`src/include/acc_pkg.sv`:
```
// What this block does
// - Twelve inputs on small variant, sixteen on large, one shared input mux
// - Sample selected input onto hold, resolve by successive approximation to 10 bits
// - References selectable between supply rails and two reference pins
// - Conversion may run in sleep only with the internal RC clock
// - Channel select in bits 7-4, code n picks input n
// - Control bits 3 and 1 ignore writes and read zero
// - Control register at 14h of bank 5, implemented bits reset to zero
// - Config register sets each shared pin analog or digital
// - Inputs 0 and 1 double as external reference pins
// - Seven registers: two control, result high and low, status, mask, bank
// - On completion load results, clear start bit, set done flag
// - Conversion takes 12 bit periods from start
// - Clock select: 00 /8, 01 /32, 10 /64, 11 internal RC
`default_nettype none
package acc_pkg;
    // ---------------------------------------------
    // Register map (byte addresses)
    // ---------------------------------------------
    localparam logic [7:0] ACC_CTRL_OFF = 8'h14;
    localparam logic [7:0] ACC_CFG_OFF = 8'h15;
    localparam logic [7:0] ACC_RESH_OFF = 8'h18;
    localparam logic [7:0] ACC_RESL_OFF = 8'h1c;
    localparam logic [7:0] ACC_STAT_OFF = 8'h20;
    localparam logic [7:0] ACC_MASK_OFF = 8'h24;
    localparam logic [7:0] ACC_BANK_OFF = 8'h28;
    localparam logic [3:0] ACC_BANK_NUM = 4'h5;
    localparam logic [7:0] ACC_CTRL_RST = 8'h00;
    localparam logic [7:0] ACC_CFG_RST = 8'h00;
    // ---------------------------------------------
    // Fields
    // ---------------------------------------------
    localparam int ACC_CHS_LSB = 4;
    localparam int ACC_GO_BIT = 2;
    localparam int ACC_ON_BIT = 0;
    localparam int ACC_CS_LSB = 6;
    localparam int ACC_FMT_BIT = 5;
    localparam int ACC_PCFG_LSB = 1;
    localparam int ACC_VREF_BIT = 0;
    localparam logic [7:0] ACC_CTRL_WMASK = 8'hf5;
    localparam logic [7:0] ACC_CFG_WMASK = 8'hef;
    // ---------------------------------------------
    // Timing
    // ---------------------------------------------
    localparam int ACC_BITS = 10;
    localparam int ACC_CONV_TAD = 12;
    localparam int ACC_DIV8 = 8;
    localparam int ACC_DIV32 = 32;
    localparam int ACC_DIV64 = 64;
    localparam int ACC_RC_DIV = 16;
    typedef enum logic [1:0] {
        ACC_IDLE = 2'b00,
        ACC_CONV = 2'b01
    } acc_state_e;
endpackage : acc_pkg
`default_nettype wire

```
`src/hw/acc_sar.sv`:
```
`default_nettype none
module acc_sar #(
    parameter int WIDTH = 10
) (
    // Clock and reset
    input wire logic pclk,
    input wire logic presetn,
    // Control
    input wire logic start,
    input wire logic step,
    input wire logic comp_in,
    // Result
    output logic [WIDTH-1:0] trial,
    output logic [WIDTH-1:0] result
);
    logic [WIDTH-1:0] trial_reg, trial_next, bit_reg, bit_next;
    always_comb begin
        trial_next = trial_reg;
        bit_next = bit_reg;
        if (start) begin
            bit_next = {1'b1, {(WIDTH-1){1'b0}}};
            trial_next = {1'b1, {(WIDTH-1){1'b0}}};
        end else if (step && bit_reg != '0) begin
            // Keep or drop the trial bit, then try the next one
            if (!comp_in)
                trial_next = trial_reg & ~bit_reg;
            bit_next = bit_reg >> 1;
            trial_next = trial_next | (bit_reg >> 1);
        end
    end
    always_ff @(posedge pclk or negedge presetn) begin
        if (!presetn) begin
            trial_reg <= '0;
            bit_reg <= '0;
        end else begin
            trial_reg <= trial_next;
            bit_reg <= bit_next;
        end
    end
    assign trial = trial_reg;
    assign result = trial_reg;
endmodule // acc_sar
`default_nettype wire

```
`src/hw/acc_top.sv`:
```
// The APB register port was left to the implementer.
`default_nettype none
module acc_top #(
    parameter int CHANNELS = 16
) (
    // APB
    input wire logic pclk,
    input wire logic presetn,
    input wire logic psel,
    input wire logic penable,
    input wire logic pwrite,
    input wire logic [7:0] paddr,
    input wire logic [31:0] pwdata,
    output logic [31:0] prdata,
    output logic pready,
    output logic pslverr,
    // Analog front end
    input wire logic comp_in,
    input wire logic rc_tick,
    input wire logic sleep_mode,
    output logic [3:0] mux_sel,
    output logic hold_sample,
    output logic conv_power,
    output logic [acc_pkg::ACC_BITS-1:0] dac_code,
    output logic ref_ext_sel,
    output logic [15:0] pin_analog,
    // Interrupt
    output logic irq
);
    import acc_pkg::*;
    if (CHANNELS != 12 && CHANNELS != 16) begin : g_bad_channels
        $error("CHANNELS must be 12 or 16");
    end
    // ---------------------------------------------
    // State
    // ---------------------------------------------
    acc_state_e st_reg, st_next;
    logic [7:0] ctrl_reg, ctrl_next, cfg_reg, cfg_next;
    logic [3:0] bank_reg, bank_next;
    logic [9:0] res_reg, res_next;
    logic stat_reg, stat_next, mask_reg, mask_next;
    logic [6:0] div_reg, div_next;
    logic [3:0] tad_reg, tad_next;
    logic [31:0] rd_reg, rd_next;
    logic slv_reg, slv_next, rdy_reg, rdy_next;
    logic [15:0] ana_reg, ana_next;
    logic [6:0] div_max;
    logic tick, wr, rd_acc, sar_start, sar_step, done, bank_ok, hit;
    logic [9:0] sar_trial, sar_res;
    // Writes commit on the edge that also shows pready high
    assign wr = psel && penable && pwrite && rdy_reg;
    assign hit = paddr inside {ACC_CTRL_OFF, ACC_CFG_OFF, ACC_RESH_OFF, ACC_RESL_OFF,
        ACC_STAT_OFF, ACC_MASK_OFF, ACC_BANK_OFF};
    assign rd_acc = psel && penable && !pwrite && !rdy_reg;
    assign bank_ok = bank_reg == ACC_BANK_NUM;
    // Clock select
    always_comb begin
        unique case (cfg_reg[ACC_CS_LSB +: 2])
            2'b00: div_max = 7'(ACC_DIV8 - 1);
            2'b01: div_max = 7'(ACC_DIV32 - 1);
            2'b10: div_max = 7'(ACC_DIV64 - 1);
            2'b11: div_max = 7'(ACC_RC_DIV - 1);
        endcase
    end
    // Only RC clock keeps ticking in sleep
    assign tick = (cfg_reg[ACC_CS_LSB +: 2] == 2'b11) ? rc_tick :
                  (!sleep_mode && div_reg == div_max);
    assign sar_start = st_reg == ACC_IDLE && st_next == ACC_CONV;
    assign sar_step = st_reg == ACC_CONV && tick && tad_reg >= 4'd1 && tad_reg <= 4'd10;
    assign done = st_reg == ACC_CONV && tick && tad_reg == 4'(ACC_CONV_TAD - 1);
    // ---------------------------------------------
    // Registers and conversion
    // ---------------------------------------------
    always_comb begin
        st_next = st_reg;
        ctrl_next = ctrl_reg;
        cfg_next = cfg_reg;
        bank_next = bank_reg;
        res_next = res_reg;
        stat_next = stat_reg;
        mask_next = mask_reg;
        div_next = (st_reg == ACC_CONV && div_reg != div_max) ? div_reg + 7'd1 : 7'd0;
        tad_next = tad_reg;
        if (st_reg == ACC_CONV && tick)
            tad_next = tad_reg + 4'd1;
        if (wr) begin
            if (paddr == ACC_CTRL_OFF && bank_ok) begin
                ctrl_next = pwdata[7:0] & ACC_CTRL_WMASK;
                if (st_reg == ACC_CONV)
                    ctrl_next[ACC_GO_BIT] = ctrl_reg[ACC_GO_BIT];
            end else if (paddr == ACC_CFG_OFF && bank_ok)
                cfg_next = pwdata[7:0] & ACC_CFG_WMASK;
            else if (paddr == ACC_STAT_OFF && pwdata[0])
                stat_next = 1'b0;
            else if (paddr == ACC_MASK_OFF)
                mask_next = pwdata[0];
            else if (paddr == ACC_BANK_OFF)
                bank_next = pwdata[3:0];
        end
        // Power off aborts and blocks starts
        if (!ctrl_next[ACC_ON_BIT]) begin
            ctrl_next[ACC_GO_BIT] = 1'b0;
            st_next = ACC_IDLE;
        end else if (st_reg == ACC_IDLE && ctrl_next[ACC_GO_BIT]) begin
            st_next = ACC_CONV;
            tad_next = 4'd0;
        end
        if (done && ctrl_next[ACC_ON_BIT]) begin
            res_next = sar_res;
            ctrl_next[ACC_GO_BIT] = 1'b0;
            stat_next = 1'b1; // Set wins over clear
            st_next = ACC_IDLE;
        end
    end
    // ---------------------------------------------
    // Read path
    // ---------------------------------------------
    always_comb begin
        rd_next = 32'h0;
        slv_next = 1'b0;
        rdy_next = psel && penable && !rdy_reg;
        if (rd_acc) begin
            unique case (paddr)
                ACC_CTRL_OFF: rd_next[7:0] = bank_ok ? ctrl_reg : 8'h00;
                ACC_CFG_OFF: rd_next[7:0] = bank_ok ? cfg_reg : 8'h00;
                // Justification per format bit
                ACC_RESH_OFF: rd_next[7:0] = cfg_reg[ACC_FMT_BIT] ?
                    {6'h00, res_reg[9:8]} : res_reg[9:2];
                ACC_RESL_OFF: rd_next[7:0] = cfg_reg[ACC_FMT_BIT] ?
                    res_reg[7:0] : {res_reg[1:0], 6'h00};
                ACC_STAT_OFF: rd_next[0] = stat_reg;
                ACC_MASK_OFF: rd_next[0] = mask_reg;
                ACC_BANK_OFF: rd_next[3:0] = bank_reg;
                default: slv_next = 1'b1;
            endcase
        end else if (psel && penable && pwrite && !rdy_reg)
            slv_next = !hit;
    end
    // Per-pin analog/digital map, inputs 0 and 1 analog for refs under every code except 7
    generate
        for (genvar i = 0; i < 16; i++) begin : g_pin
            localparam int HALF = i % 8;
            assign ana_next[i] = (i < CHANNELS) &&
                (HALF < 8 - int'(cfg_next[ACC_PCFG_LSB +: 3])) &&
                (cfg_next[ACC_PCFG_LSB +: 3] != 3'b111);
        end
    endgenerate
    always_ff @(posedge pclk or negedge presetn) begin
        if (!presetn) begin
            st_reg <= ACC_IDLE;
            ctrl_reg <= ACC_CTRL_RST;
            cfg_reg <= ACC_CFG_RST;
            bank_reg <= 4'h0;
            res_reg <= 10'h000;
            stat_reg <= 1'b0;
            mask_reg <= 1'b0;
            div_reg <= 7'd0;
            tad_reg <= 4'd0;
            rd_reg <= 32'h0;
            slv_reg <= 1'b0;
            rdy_reg <= 1'b0;
            ana_reg <= 16'h0000;
            mux_sel <= 4'h0;
            hold_sample <= 1'b0;
            conv_power <= 1'b0;
            dac_code <= 10'h000;
            ref_ext_sel <= 1'b0;
            irq <= 1'b0;
        end else begin
            st_reg <= st_next;
            ctrl_reg <= ctrl_next;
            cfg_reg <= cfg_next;
            bank_reg <= bank_next;
            res_reg <= res_next;
            stat_reg <= stat_next;
            mask_reg <= mask_next;
            div_reg <= div_next;
            tad_reg <= tad_next;
            rd_reg <= rd_next;
            slv_reg <= slv_next;
            rdy_reg <= rdy_next;
            ana_reg <= ana_next;
            // Reserved codes are software's duty on the small part
            mux_sel <= ctrl_next[ACC_CHS_LSB +: 4];
            // Hold switch closed while powered and idle, opened during conversion
            hold_sample <= ctrl_next[ACC_ON_BIT] && st_next == ACC_IDLE;
            conv_power <= ctrl_next[ACC_ON_BIT];
            dac_code <= sar_trial;
            ref_ext_sel <= cfg_next[ACC_VREF_BIT];
            irq <= stat_next && mask_next;
        end
    end
    assign prdata = rd_reg;
    assign pready = rdy_reg;
    assign pslverr = slv_reg;
    assign pin_analog = ana_reg;
    // Two idle periods after done are software's job
    acc_sar #(
        .WIDTH(ACC_BITS)
    ) u_sar (
        .pclk(pclk),
        .presetn(presetn),
        .start(sar_start),
        .step(sar_step),
        .comp_in(comp_in),
        .trial(sar_trial),
        .result(sar_res)
    );
endmodule // acc_top
`default_nettype wire

```
`config.mk`:
```
export PLATFORM = sky130hd
export DESIGN_NAME = acc_top
export DESIGN_NICKNAME = d
export VERILOG_FILES = /design/src/include/acc_pkg.sv /design/src/hw/acc_sar.sv /design/src/hw/acc_top.sv
export SDC_FILE = /design/constraint.sdc
export NUM_CORES = 1
export LEC_CHECK = 0
export ABC_AREA = 1
export BUFFER_PORTS_ARGS = -buffer_cell sky130_fd_sc_hd__buf_4
export CAP_MARGIN = 20
export CELL_PAD_IN_SITES_DETAIL_PLACEMENT = 0
export CELL_PAD_IN_SITES_GLOBAL_PLACEMENT = 1
export CORE_MARGIN = 3
export CORE_UTILIZATION = 34
export CTS_CLUSTER_SIZE = 14
export DETAILED_ROUTE_END_ITERATION = 8
export PLACE_DENSITY = 0.79
export SYNTH_ARGS = -nofsm -noshare
export SYNTH_HDL_FRONTEND = slang
export SYNTH_HIERARCHICAL = 1
export SYNTH_SLANG_ARGS = --single-unit
```
`constraint.sdc`:
```
create_clock -name pclk -period 2.4 [get_ports pclk]
set_input_delay 0.12 -clock pclk [delete_from_list [all_inputs] [get_ports pclk]]
set_output_delay 0.12 -clock pclk [all_outputs]
set_load 0.02 [all_outputs]
```
Word-level counts from Yosys, hierarchy flattened. Index checks and enable logic that the tools add are counted.

$add $sub $neg: 3. Order comparisons: 10. Eq/ne operators: 17. Muxes and demuxes: 45. Bitwise logic cells: 7. Reductions and logical operators: 43.

Operators by type and width (number): 2-to-1 mux 10 bit (7); 2-to-1 mux 8 bit (7); equality test 8 x 5 -> 1 bit (second input constant) (4); logical AND 1 bit (30); one-hot mux 7 bit (4 select lines) (1); equality test 8 x 6 -> 1 bit (second input constant) (3); 2-to-1 mux 4 bit (6); less-than comparator 4 x 5 -> 1 bit (first input constant) (4); 2-to-1 mux 1 bit (17); one-hot mux 4 bit (4 select lines) (1); one-hot mux 3 bit (5 select lines) (1); bitwise AND 10 bit (1); less-than comparator 3 x 5 -> 1 bit (first input constant) (2); NOT 10 bit (1); bitwise OR 10 x 9 -> 10 bit (1); nonzero test 10 bit (1); adder 7 x 1 -> 7 bit (second input constant) (1); equality test 7 bit (1); 2-to-1 mux 7 bit (1); != test 7 bit (1); one-hot mux 1 bit (7 select lines) (1); nonzero test 7 bit (1); OR reduction 7 bit (1); equality test 2 x 1 -> 1 bit (second input constant) (3); 17 further kinds (28).

Register bits: 106. Bits of input ports: 48. Output and inout port bits: 68. Word-level logic and storage cells: 147.

Longest topological paths before layout. Gate-level depths: netlist of the first run.

Depth after elaboration: 15. Mapped depth: 17. Depth with buffers taken out: 16.

Hierarchy. Netlist of the first run, hierarchy kept.

Modules (own cells, without submodules): acc_top (instances 1, cells each 448, area each 3747.3 µm², sequential area each 1801.7 µm²); acc_sar (instances 1, cells each 129, area each 1039.7 µm², sequential area each 500.5 µm²).

Worst setup path before layout of the first run. Ideal clock, no wire load.

Path type: reg-to-reg. Start point: register rdy_reg (netlist: pready). End point: register u_sar.trial_reg[9] (netlist: u_sar/result[9]). Setup time: 0.065 ns. Arrival: 2.050 ns. Required time: 2.335 ns. Setup slack: 0.285 ns. Cell stages (with the launch flop): 13. Buffers on the path: 2. Period minus slack after synthesis: 2.115 ns. Cell sequence: dfrtp_1 -> nand2_1 -> nor2_4 -> nand3_2 -> nand2_4 -> nand3_1 -> nor3_2 -> buf_2 -> inv_1 -> nand2_2 -> buf_6 -> nand3_1 -> nand2_1.

Elaborated cells on any way between the ends: 11. Those cells by class: 1 x eq/ne; 5 x mux; 5 x reduce/logical.

RTL lines: from (decl) (line acc_top.sv:45) `logic slv_reg, slv_next, rdy_reg, rdy_next;`; from (signal assigned) (line acc_top.sv:181) `rdy_reg <= rdy_next;`; logical AND 1 bit (*) (line acc_top.sv:51) `assign wr = psel && penable && pwrite && rdy_reg;`; 2-to-1 mux 8 bit (*) (line acc_top.sv:86) `if (wr) begin`; named net ctrl_next[0] (line acc_top.sv:38) `logic [7:0] ctrl_reg, ctrl_next, cfg_reg, cfg_next;`; 2-to-1 mux 2 bit / logical AND 1 bit (equally long branches) (line acc_top.sv:101, acc_top.sv:108); 2-to-1 mux 2 bit (*) (line acc_top.sv:108) `if (done && ctrl_next[ACC_ON_BIT]) begin`; equality test 2 x 1 -> 1 bit (*) (line acc_top.sv:68) `assign sar_start = st_reg == ACC_IDLE && st_next == ACC_CONV;`; logical AND 1 bit (*) (line acc_top.sv:68); named net sar_start (line acc_top.sv:48) `logic tick, wr, rd_acc, sar_start, sar_step, done, bank_ok, hit;`; 2-to-1 mux 10 bit / nonzero test 2 bit (equally long branches); to (signal assigned) (line acc_sar.sv:36) `trial_reg <= trial_next;`; to (decl) (line acc_sar.sv:16) `logic [WIDTH-1:0] trial_reg, trial_next, bit_reg, bit_next;`.

The timed path passes the listed nets; every way through them passes the cells marked *. A chain may end at the register's enable or synchronous reset.

Worst setup path in the final report of the first run.
Start point: register bank_reg[1]. End point: register ana_reg[8] (netlist: pin_analog[8]).

Cells in the longest elaborated chain, start to end: 8. Elaborated cells on any way between the ends: 10. Those cells by class: 1 x add/sub; 1 x order compare; 2 x eq/ne; 3 x mux; 3 x reduce/logical.

Ends and longest elaborated chain: from (decl) (line acc_top.sv:39) `logic [3:0] bank_reg, bank_next;`; from (signal assigned) (line acc_top.sv:173) `bank_reg <= bank_next;`; equality test 4 x 3 -> 1 bit (*) (line acc_top.sv:55) `assign bank_ok = bank_reg == ACC_BANK_NUM;`; logical AND 1 bit (line acc_top.sv:91) `end else if (paddr == ACC_CFG_OFF && bank_ok)`; 2-to-1 mux 4 bit (line acc_top.sv:91); 2-to-1 mux 4 bit (*) (line acc_top.sv:87) `if (paddr == ACC_CTRL_OFF && bank_ok) begin`; 2-to-1 mux 4 bit (*) (line acc_top.sv:86); subtractor 4 x 3 -> 5 bit; less-than comparator 1 x 5 -> 1 bit; logical AND 1 bit (*); named net ana_next[0] (line acc_top.sv:46) `logic [15:0] ana_reg, ana_next;`; to (signal assigned) (line acc_top.sv:182) `ana_reg <= ana_next;`; to (decl) (line acc_top.sv:46).

Marked as above.

==> results of run 1 <==
==> where the power goes <==
part           switching (mW)  leakage [nW]  total, mW  internal (mW)
clock network           0.548         0.120       1.23          0.681
logic                   0.116          1.49      0.164         0.0474
registers             0.00823          1.15       1.57           1.56
==> cells in the mapped netlist, types with 5 or more instances <==
library cell	count	area, sq um
nand2_2	6	37.5
buf_4	46	345
nand4_1	5	31.3
nand3_1	23	115
inv_1	69	259
o21ai_0	39	195
dfrtp_1	92	2300
ha_1	9	113
o21ai_2	7	61.3
buf_6	5	56.3
o21ai_1	7	35.0
nor2_1	41	154
nor3_1	10	50.1
nor2_2	5	31.3
a21oi_1	18	90.1
nand2_1	157	589
==> cell type report <==
| type | instances | area, sq um | area share |
|---|---|---|---|
| sequential | 92 | 2300 | 0.414 |
| timing repair buffer | 79 | 621 | 0.112 |
| tap | 176 | 220 | 0.0396 |
| multi-input combinational | 379 | 1890 | 0.340 |
| clock buffer | 10 | 229 | 0.0412 |
| clock inverter | 3 | 17.5 | 0.00315 |
| inverter | 74 | 280 | 0.0504 |
==> worst max-delay path, stage by stage, from the launching register on <==
cell,delay (ns)
dfrtp_1,0.40
nor2_1,0.12
nand2_1,0.20
nor2_4,0.23
nand3_2,0.21
o21ai_2,0.32
ha_1,0.32
inv_1,0.08
nand4_1,0.10
nand2_1,0.07
inv_1,0.03
==> worst paths after layout <==
kind	startpoint	end	slack, ns	cells after the start
hold reg to reg	u_sar/result[2]$_DFFE_PN0P_	dac_code[2]$_DFF_PN0_	0.43	0
hold / removal	pwdata[4]	mux_sel[0]$_DFFE_PN0P_	0.02	2
setup reg to reg	bank_reg[1]$_DFFE_PN0P_	pin_analog[8]$_DFF_PN0_	0.21	10
max in group asynchronous	presetn	res_reg[9]$_DFFE_PN0P_	1.41	3
min in group asynchronous	presetn	cfg_reg[7]$_DFFE_PN0P_	0.33	2
setup / recovery	bank_reg[1]$_DFFE_PN0P_	pin_analog[8]$_DFF_PN0_	0.21	10
==> layout by cell type, fill, tap and decap left out, types with 3 or more instances in the layout <==
master     synthesis  routed
nand2_1          157     157
dfrtp_1           92      92
nor2_2             5       6
nand4_1            5       5
nand2_2            6       5
nor2_1            41      40
inv_1             69      69
clkbuf_16          0       9
o21ai_2            7       7
nor2_4             4       4
o21ai_1            7       7
conb_1             1      24
inv_2              4       4
buf_4             46      76
nand3_1           23      23
a21oi_1           18      18
a41oi_1            3       3
xor2_1             3       3
nand3_2            3       3
nor3_1            10      10
ha_1               9       9
o21ai_0           39      39
==> timing repair <==
item	4_1_cts	5_1_grt
endpoints found under the setup margin	0	18
gates resized for setup	0	3
hold buffers	1	0
hold endpoints to repair	42	0
==> kinds of logic after synthesis <==
family,after synthesis
simple gates,261
buf+inv,129
flops,92
compound gates,81
fa+ha+maj,9
xor+xnor,3
other cells,1
mux,1
==> per-stage QoR <==
stage / total power, mW / hold slack [ns] / util / cells
6_report: 2.96 / 0.0222 / 0.411 / 813
5_1_grt: 3.11 / 0.0252 / 0.411 / 813
4_1_cts: 3.01 / 0.0117 / 0.410 / 813
3_5_place_dp: 1.76 / 0.158 / 0.391 / 799
3_3_place_gp: 1.76 / 0.151 / 0.391 / 799
2_1_floorplan: 1.71 / -0.176 / - / 600
==> per-layer routing <==
| layer | vias up | wire [um] |
|---|---|---|
| met4 | 0 | 193 |
| met5 | - | 0 |
| met2 | 93 | 4790 |
| li1 | 1876 | - |
| met1 | 1688 | 4890 |
| met3 | 14 | 516 |
==> flow_summary.ini, run 1 <==
[outcome]
status = completed

[grt]
antenna_found_initial = 0
grt_pass1_wl_mm = 17.9
grt_pass1_vias = 3671
grt_remaining_overflow = 0
grtUsageMet2 = 0.210
use_met1 = 0.193
grt_usage = 0.140
use_met3 = 0.0322
grt-busiest-layer = met2
grt_max_degree = 51

[die]
die_area_sq_mm = 0.0155
die_w_um = 125
ios = 116
coreArea_sq_mm = 0.0135
die_y_um = 125
initial_core_util = 0.354
num_rows = 42

[clocking]
insertion_delay_ns = 0.33
cts-buffers-inserted = 9
tritoncts = built
htreeDepth = 3
path_clk_slew_ns = 0.06
postCtsSetupRepairBufs = 0
clkSinkCount = 92
root_buffer = clkbuf_16
clk_path_buf_depth = 2

[logic_synthesis]
synth.distinct_cells = 38
synth_compound_area_frac = 0.0996
synthSimpleGateAreaFrac = 0.241
synth-adder-area-share = 0.0235
syn_area_sq_mm = 0.00479
synthCells = 577
synth-xor-area-share = 0.00549
synth_seq_cells = 92
synth_mux_area_frac = 0.00235
syn_avg_cell_area_sq_um = 8.30
synth_flop_cell = dfrtp_1
async_reset_ff_frac = 1.00
synth_seq_area_share = 0.481
synth_warnings = 6
synth_top_family_by_area = simple AND/OR/NAND/NOR gates
synth_edf_count = 0

[finish]
area_growth_pct = 16.1
final_area_sq_mm = 0.00556
nets = 692
drive_gt1_frac = 0.203
fill_cells = 1317
n_antenna_cell = 0

[worst_setup_path]
cp_max_fo = 6
critical_path_class = register to register
endpoint_kind = register
cp_data_required_time_ns = 2.63
crit_arrival_ns = 2.41
cp-start-kind = register

[sta]
fmax_ghz = 0.458
setup-tns-final_ns = 0
timing.final.setup_violations = 0
fin_skew_ns = 0.00455
report.final.slew_viol_count = 0
period_minus_slack_ns = 2.19
hold_viol = 0
rsz0062_at_grt = no
max-slew-margin-rel = 0.622
timing.final.crit_share = 0.911
setup_ws_ns = 0.215
tightestPinTransition_ns = 0.562

[pwr]
power_leakage_nw = 2.76
vdd_ir_drop_max_v = 0.000297
powerDensity_mw_per_mm2 = 533

[placement]
post-dp-hpwl_mm = 7.85
gp_congestion = 0.907
portBuffers = 67
place_area_sq_mm = 0.00529
place_ws_ns = 0.113

[route]
wl_mm = 10.4
vias = 3671
vias_per_cell = 4.52
first_pass_iters = 4
wl_per_cell_um = 12.8
drt_iter0_drc = 324
ant_nets = 0
drc = 0

[job]
drv_cap = 0

[hold_path]
hp-class = input port to register
No activity file was read; power rests on OpenSTA's default activity.
==> run 2: changes to the inputs <==
- ABC_AREA: 1 -> 0
- HOLD_SLACK_MARGIN: not set -> 0.08
- PLACE_DENSITY: 0.79 -> 0.76
==> run 2 against run 1 <==
  * Global-route usage up 0.37 points
  * Sequential share of layout area fell by 1.8 points
  * Core utilization increased by 2.4 points
  * Largest cell class unchanged
  * First-iteration DRC count grew 7.1%
  * Sequential power about the same
  * Area after synthesis is 2.6% lower
  * Non-clock buffer count grew 28
  * Die area down 2.5%
==> flow_summary.ini, run 2 <==
[outcome]
status = completed

[logic_synthesis]
synth.distinct_cells = 61
synth_area_leader_cell = dfrtp_1
synth_warnings = 6
synth_seq_cells = 92
synth_area_leaders = dfrtp_1 (49%), buf_4 (7.6%), mux2_2 (5.1%), nand2_1 (3.4%), nor2_1 (2.7%)
synthCells = 441
syn_avg_cell_area_sq_um = 10.6
synth_flop_cell = dfrtp_1
synth_common_cells = dfrtp_1 (92), buf_4 (47), nand2_1 (42)
syn_area_sq_mm = 0.00466
synth_seq_area_share = 0.494
yosys.area.top_type_share = 0.494
async_reset_ff_frac = 1.00
synth.most_common_cell = dfrtp_1
synth_edf_count = 0

[pwr]
power_leakage_nw = 2.75
p_sw_mw = 0.712
comb_power_share = 0.052
swShare = 0.219
powerDensity_mw_per_mm2 = 558
seqPwrFrac = 0.479
p_clk_frac = 0.469
p_int_mw = 2.53
vdd_ir_drop_max_v = 0.000334

[die]
ios = 116
die_y_um = 123
num_rows = 42
die_area_sq_mm = 0.0151
die_w_um = 123
coreArea_sq_mm = 0.0133
initial_core_util = 0.349

[grt]
antenna_found_initial = 0
grt_pass1_vias = 3441
grt_remaining_overflow = 0
grt_usage = 0.144
grt_max_degree = 55
grt_pass1_wl_mm = 17.2

[finish]
nets = 580
drive_gt1_frac = 0.309
final_core_util = 0.435
layout_common_cells = buf_4 (93), dfrtp_1 (92), nand2_1 (41)
n_antenna_cell = 0
final_common_cell = buf_4
final_area_sq_mm = 0.00581
area_growth_pct = 24.7

[sta]
hold_viol = 0
fmax_ghz = 0.422
timing.final.crit_share = 0.987
tightestPinTransition_ns = 0.564
fin_skew_ns = 0.00876
period_minus_slack_ns = 2.37
max-slew-margin-rel = 0.621
rsz0062_at_grt = yes
hold_ws_ns = 0.107
timing.final.setup_violations = 0
report.final.slew_viol_count = 0

[worst_setup_path]
cp-start-kind = register
endpoint_kind = register
timing.rr.end = u_sar/result[1]$_DFFE_PN0P_
critical_path_class = register to register
cp_max_fo = 7
r2r-start = cfg_reg[7]$_DFFE_PN0P_
rrSetupSlack_ns = 0.03
crit_arrival_ns = 2.59
crit_start = cfg_reg[7]$_DFFE_PN0P_
cp_data_required_time_ns = 2.63
ff2ff_path_depth = 10

[route]
first_pass_iters = 5
drc = 0
wl_per_cell_um = 15.1
ant_nets = 0
vias = 3472
vias_per_cell = 4.93
drt_iter0_drc = 347
wl_mm = 10.6

[clocking]
htreeDepth = 3
cts-buffers-inserted = 9
clkSinkCount = 92
insertion_delay_ns = 0.33
clk_path_buf_depth = 2
root_buffer = clkbuf_16
path_clk_slew_ns = 0.07
tritoncts = built

[placement]
place_area_sq_mm = 0.00527
portBuffers = 67
gp_congestion = 0.872
post-dp-hpwl_mm = 7.76

[hold_path]
holdPathStages = 3
min_to = pready$_DFF_PN0_
hold_start = penable
hp-class = input port to register

[job]
drv_cap = 0
## run 2: critical path, cell delays in order (launching register included)
cell and delay [ns]:
dfrtp_1 0.40, ha_2 0.21, xor2_2 0.18, or3_4 0.40, nor3_4 0.20, nand2_1 0.09, a21oi_2 0.14, buf_6 0.14
and2b_2 0.20, nand2_2 0.06, a32o_1 0.24
## run 2: layout make-up
class / count / area (sq um)
inverter: 17 / 63.8
tap: 176 / 220
fill: 1268 / 7540
clock inverter: 6 / 96.3
sequential: 92 / 2300
timing repair buffer: 107 / 850
multi-input combinational: 296 / 2050
clock buffer: 10 / 229
## run 2: cells by family after synthesis
kind of cell | Yosys count | synth area share
adders and majority gates | 9 | 0.0242
buffers and inverters | 76 | 0.102
DFF | 92 | 0.494
other | 1 | 0.000805
muxes | 34 | 0.0840
AOI/OAI and AO/OA | 77 | 0.114
xor gates and xnor gates | 9 | 0.0169
and+or+nand+nor | 143 | 0.165
## run 2: worst max-delay path by stage
stage               depth (start not counted)                     endpoint  slack, ns
finish                                     10  u_sar/result[1]$_DFFE_PN0P_       0.03
global route                               10  u_sar/result[1]$_DFFE_PN0P_      -0.08
CTS                                        11  u_sar/result[1]$_DFFE_PN0P_       0.03
detailed placement                         11  u_sar/result[1]$_DFFE_PN0P_      -0.03
global placement                           11  u_sar/result[2]$_DFFE_PN0P_      -0.03
floorplan                                  10  u_sar/result[0]$_DFFE_PN0P_       0.05
## run 2: per-layer routing
| metal | GRT usage | up-vias | wire, um |
|---|---|---|---|
| li1 | - | 1654 | - |
| met1 | 0.186 | 1685 | 4630 |
| met2 | 0.239 | 120 | 5170 |
| met3 | 0.0361 | 13 | 652 |
| met4 | 0.0394 | 0 | 155 |
| met5 | 0 | - | 0 |
## run 2: repair_timing
action	4_1_cts	5_1_grt
endpoints found under the hold margin	52	0
hold buffers	12	0
pin swaps	0	14
setup buffers	0	2
endpoints found under the setup margin	9	24
resized for setup	2	21
## run 2: metrics by stage
step | TNS, ns | instances | total power, mW | setup WS, ns
floorplan | 0 | 464 | 1.67 | 0.0454
global placement | -0.0565 | 674 | 1.73 | -0.0264
detailed placement | -0.133 | 674 | 1.74 | -0.0255
CTS | 0 | 702 | 3.28 | 0.0290
global route | -0.399 | 704 | 3.39 | -0.0826
finish | 0 | 704 | 3.24 | 0.0309
## run 2: power groups by stage
stage / registers (mW) / clock network (mW) / logic, mW
floorplan: 1.59 / 0 / 0.0884
global placement: 1.58 / 0 / 0.151
detailed placement: 1.58 / 0 / 0.153
CTS: 1.55 / 1.56 / 0.170
global route: 1.55 / 1.65 / 0.187
finish: 1.55 / 1.52 / 0.168
==> run 3: changes to the inputs <==
- CELL_PAD_IN_SITES_DETAIL_PLACEMENT: 0 -> not set
- CELL_PAD_IN_SITES_GLOBAL_PLACEMENT: 1 -> not set
- PLACE_DENSITY: 0.76 -> 0.63
- clock period: 2.4 -> 2.29 ns (I/O delays scaled with it)
==> run 3 against run 2 <==
  * Flip-flop and latch count is the same
  * Clock-buffer cell count is 2 higher
  * Critical endpoint is now u_sar/result[2]$_DFFE_PN0P_
  * Final cell count rose by 0.85%
  * Worst hold slack worse by 0.012 ns
  * Largest cell class unchanged
  * Clock power is 8% lower
  * Register-to-register slack got worse by 0.03 ns
  * Via count decreased by 0.14%
  * Sequential share of layout area down 0.26 points
  * Clock skew decreased by 0.0034 ns
==> flow_summary.ini, run 3 (synthesis results as in run 2) <==
[route]
first_pass_iters = 5
ant_nets = 0
drt_iter0_drc = 341
wl_per_cell_um = 14.9
wl_mm = 10.6
vias_per_cell = 4.88
drc = 0
vias = 3467

[outcome]
status = completed

[die]
num_rows = 42
coreArea_sq_mm = 0.0133
die_w_um = 123
initial_core_util = 0.349
die_area_sq_mm = 0.0151
ios = 116
die_y_um = 123

[finish]
final_common_cell = buf_4
layout_common_cells = buf_4 (99), dfrtp_1 (91), nand2_1 (39)
nets = 587
drive_gt1_frac = 0.324
area_growth_pct = 25.6
n_antenna_cell = 0
final_core_util = 0.439

[clocking]
path_clk_slew_ns = 0.06
tritoncts = built
htreeDepth = 3
clk_path_buf_depth = 2
root_buffer = clkbuf_16
cts-buffers-inserted = 9
insertion_delay_ns = 0.34
clkSinkCount = 92

[placement]
post-dp-hpwl_mm = 7.79
portBuffers = 67
gp_congestion = 0.914

[sta]
setup-tns-final_ns = 0
fin_skew_ns = 0.00541
fmax_ghz = 0.437
timing.final.crit_share = 0.999
hold_viol = 0
max-slew-margin-rel = 0.627
period_minus_slack_ns = 2.29
report.final.slew_viol_count = 0
tightestPinTransition_ns = 0.555
timing.final.setup_violations = 0
rsz0062_at_grt = yes

[grt]
grt_remaining_overflow = 0
grt_max_degree = 55
antenna_found_initial = 0
grt_usage = 0.141
grt_pass1_vias = 3354
grt_pass1_wl_mm = 16.7

[pwr]
comb_power_share = 0.055
p_sw_mw = 0.705
powerDensity_mw_per_mm2 = 548
seqPwrFrac = 0.507
power_leakage_nw = 2.79
total_power_mw = 3.21
p_clk_frac = 0.438
vdd_ir_drop_max_v = 0.000366
swShare = 0.220
p_int_mw = 2.51

[job]
drv_cap = 0

[hold_path]
hp-class = input port to register

[worst_setup_path]
cp-start-kind = register
endpoint_kind = register
cp_max_fo = 4
critical_path_class = register to register
crit_arrival_ns = 2.52
cp_data_required_time_ns = 2.52
run 3: layer usage:
layer  global-route usage  part of all wire
met5                    0                 0
met4               0.0602             0.020
met3               0.0320             0.064
met2                0.227              0.48
met1                0.184              0.43
run 3: per-stage QoR:
stage          setup slack (ns)  cells  cell area, sq um  hold slack (ns)
2_1_floorplan            0.0275    464              4760           -0.181
3_3_place_gp             0.0138    679              5340            0.109
3_5_place_dp            0.00104    679              5340            0.122
4_1_cts                 0.00864    708              5770           0.0871
5_1_grt                  -0.111    710              5850            0.139
6_report                0.00278    710              5850           0.0950
run 3: worst paths after layout:
path / startpoint / endpoint / slack [ns] / depth (start not counted)
max reg2reg: cfg_reg[7]$_DFFE_PN0P_ / u_sar/result[2]$_DFFE_PN0P_ / 0.003 / 10
min reg2reg: u_sar/result[6]$_DFFE_PN0P_ / dac_code[6]$_DFF_PN0_ / 0.42 / 0
max in group asynchronous: presetn / ctrl_reg[7]$_DFFE_PN0P_ / 1.35 / 3
max: cfg_reg[7]$_DFFE_PN0P_ / u_sar/result[2]$_DFFE_PN0P_ / 0.003 / 10
min: penable / pready$_DFF_PN0_ / 0.1 / 3
min in group asynchronous: presetn / pin_analog[9]$_DFF_PN0_ / 0.28 / 2
run 3: layout make-up:
class	instances	area [sq um]
fillers	1256	7490
flip-flops and latches	92	2300
multi-input cells	296	2050
repair buffers	114	923
clock buffers	12	267
well taps	176	220
inverters	17	66.3
clock inverters	3	21.3
run 3: critical path, cell delays in order (launching register included):
cell     delay, ns
dfrtp_1       0.42
ha_4          0.17
xor2_1        0.16
or3_4         0.36
nor3_4        0.21
nand2_1       0.09
a21oi_2       0.13
buf_4         0.14
and2b_2       0.18
nand2_2       0.06
a32o_1        0.26
run 3: timing repair:
item / CTS / global route
cloned: 0 / 0
gates resized for setup: 4 / 22
pin swaps: 0 / 5
hold buffers: 12 / 0
endpoints found under the hold margin: 54 / 0
setup buffers: 2 / 3
setup endpoints to repair: 9 / 30
run 3: power by group through the flow:
stage / Clock (mW) / Sequential [mW] / Combinational, mW
after floorplan: 0 / 1.66 / 0.0926
after CTS: 1.46 / 1.63 / 0.178
after detailed placement: 0 / 1.66 / 0.161
after global placement: 0 / 1.66 / 0.157
after global routing: 1.53 / 1.63 / 0.194
final: 1.40 / 1.63 / 0.176
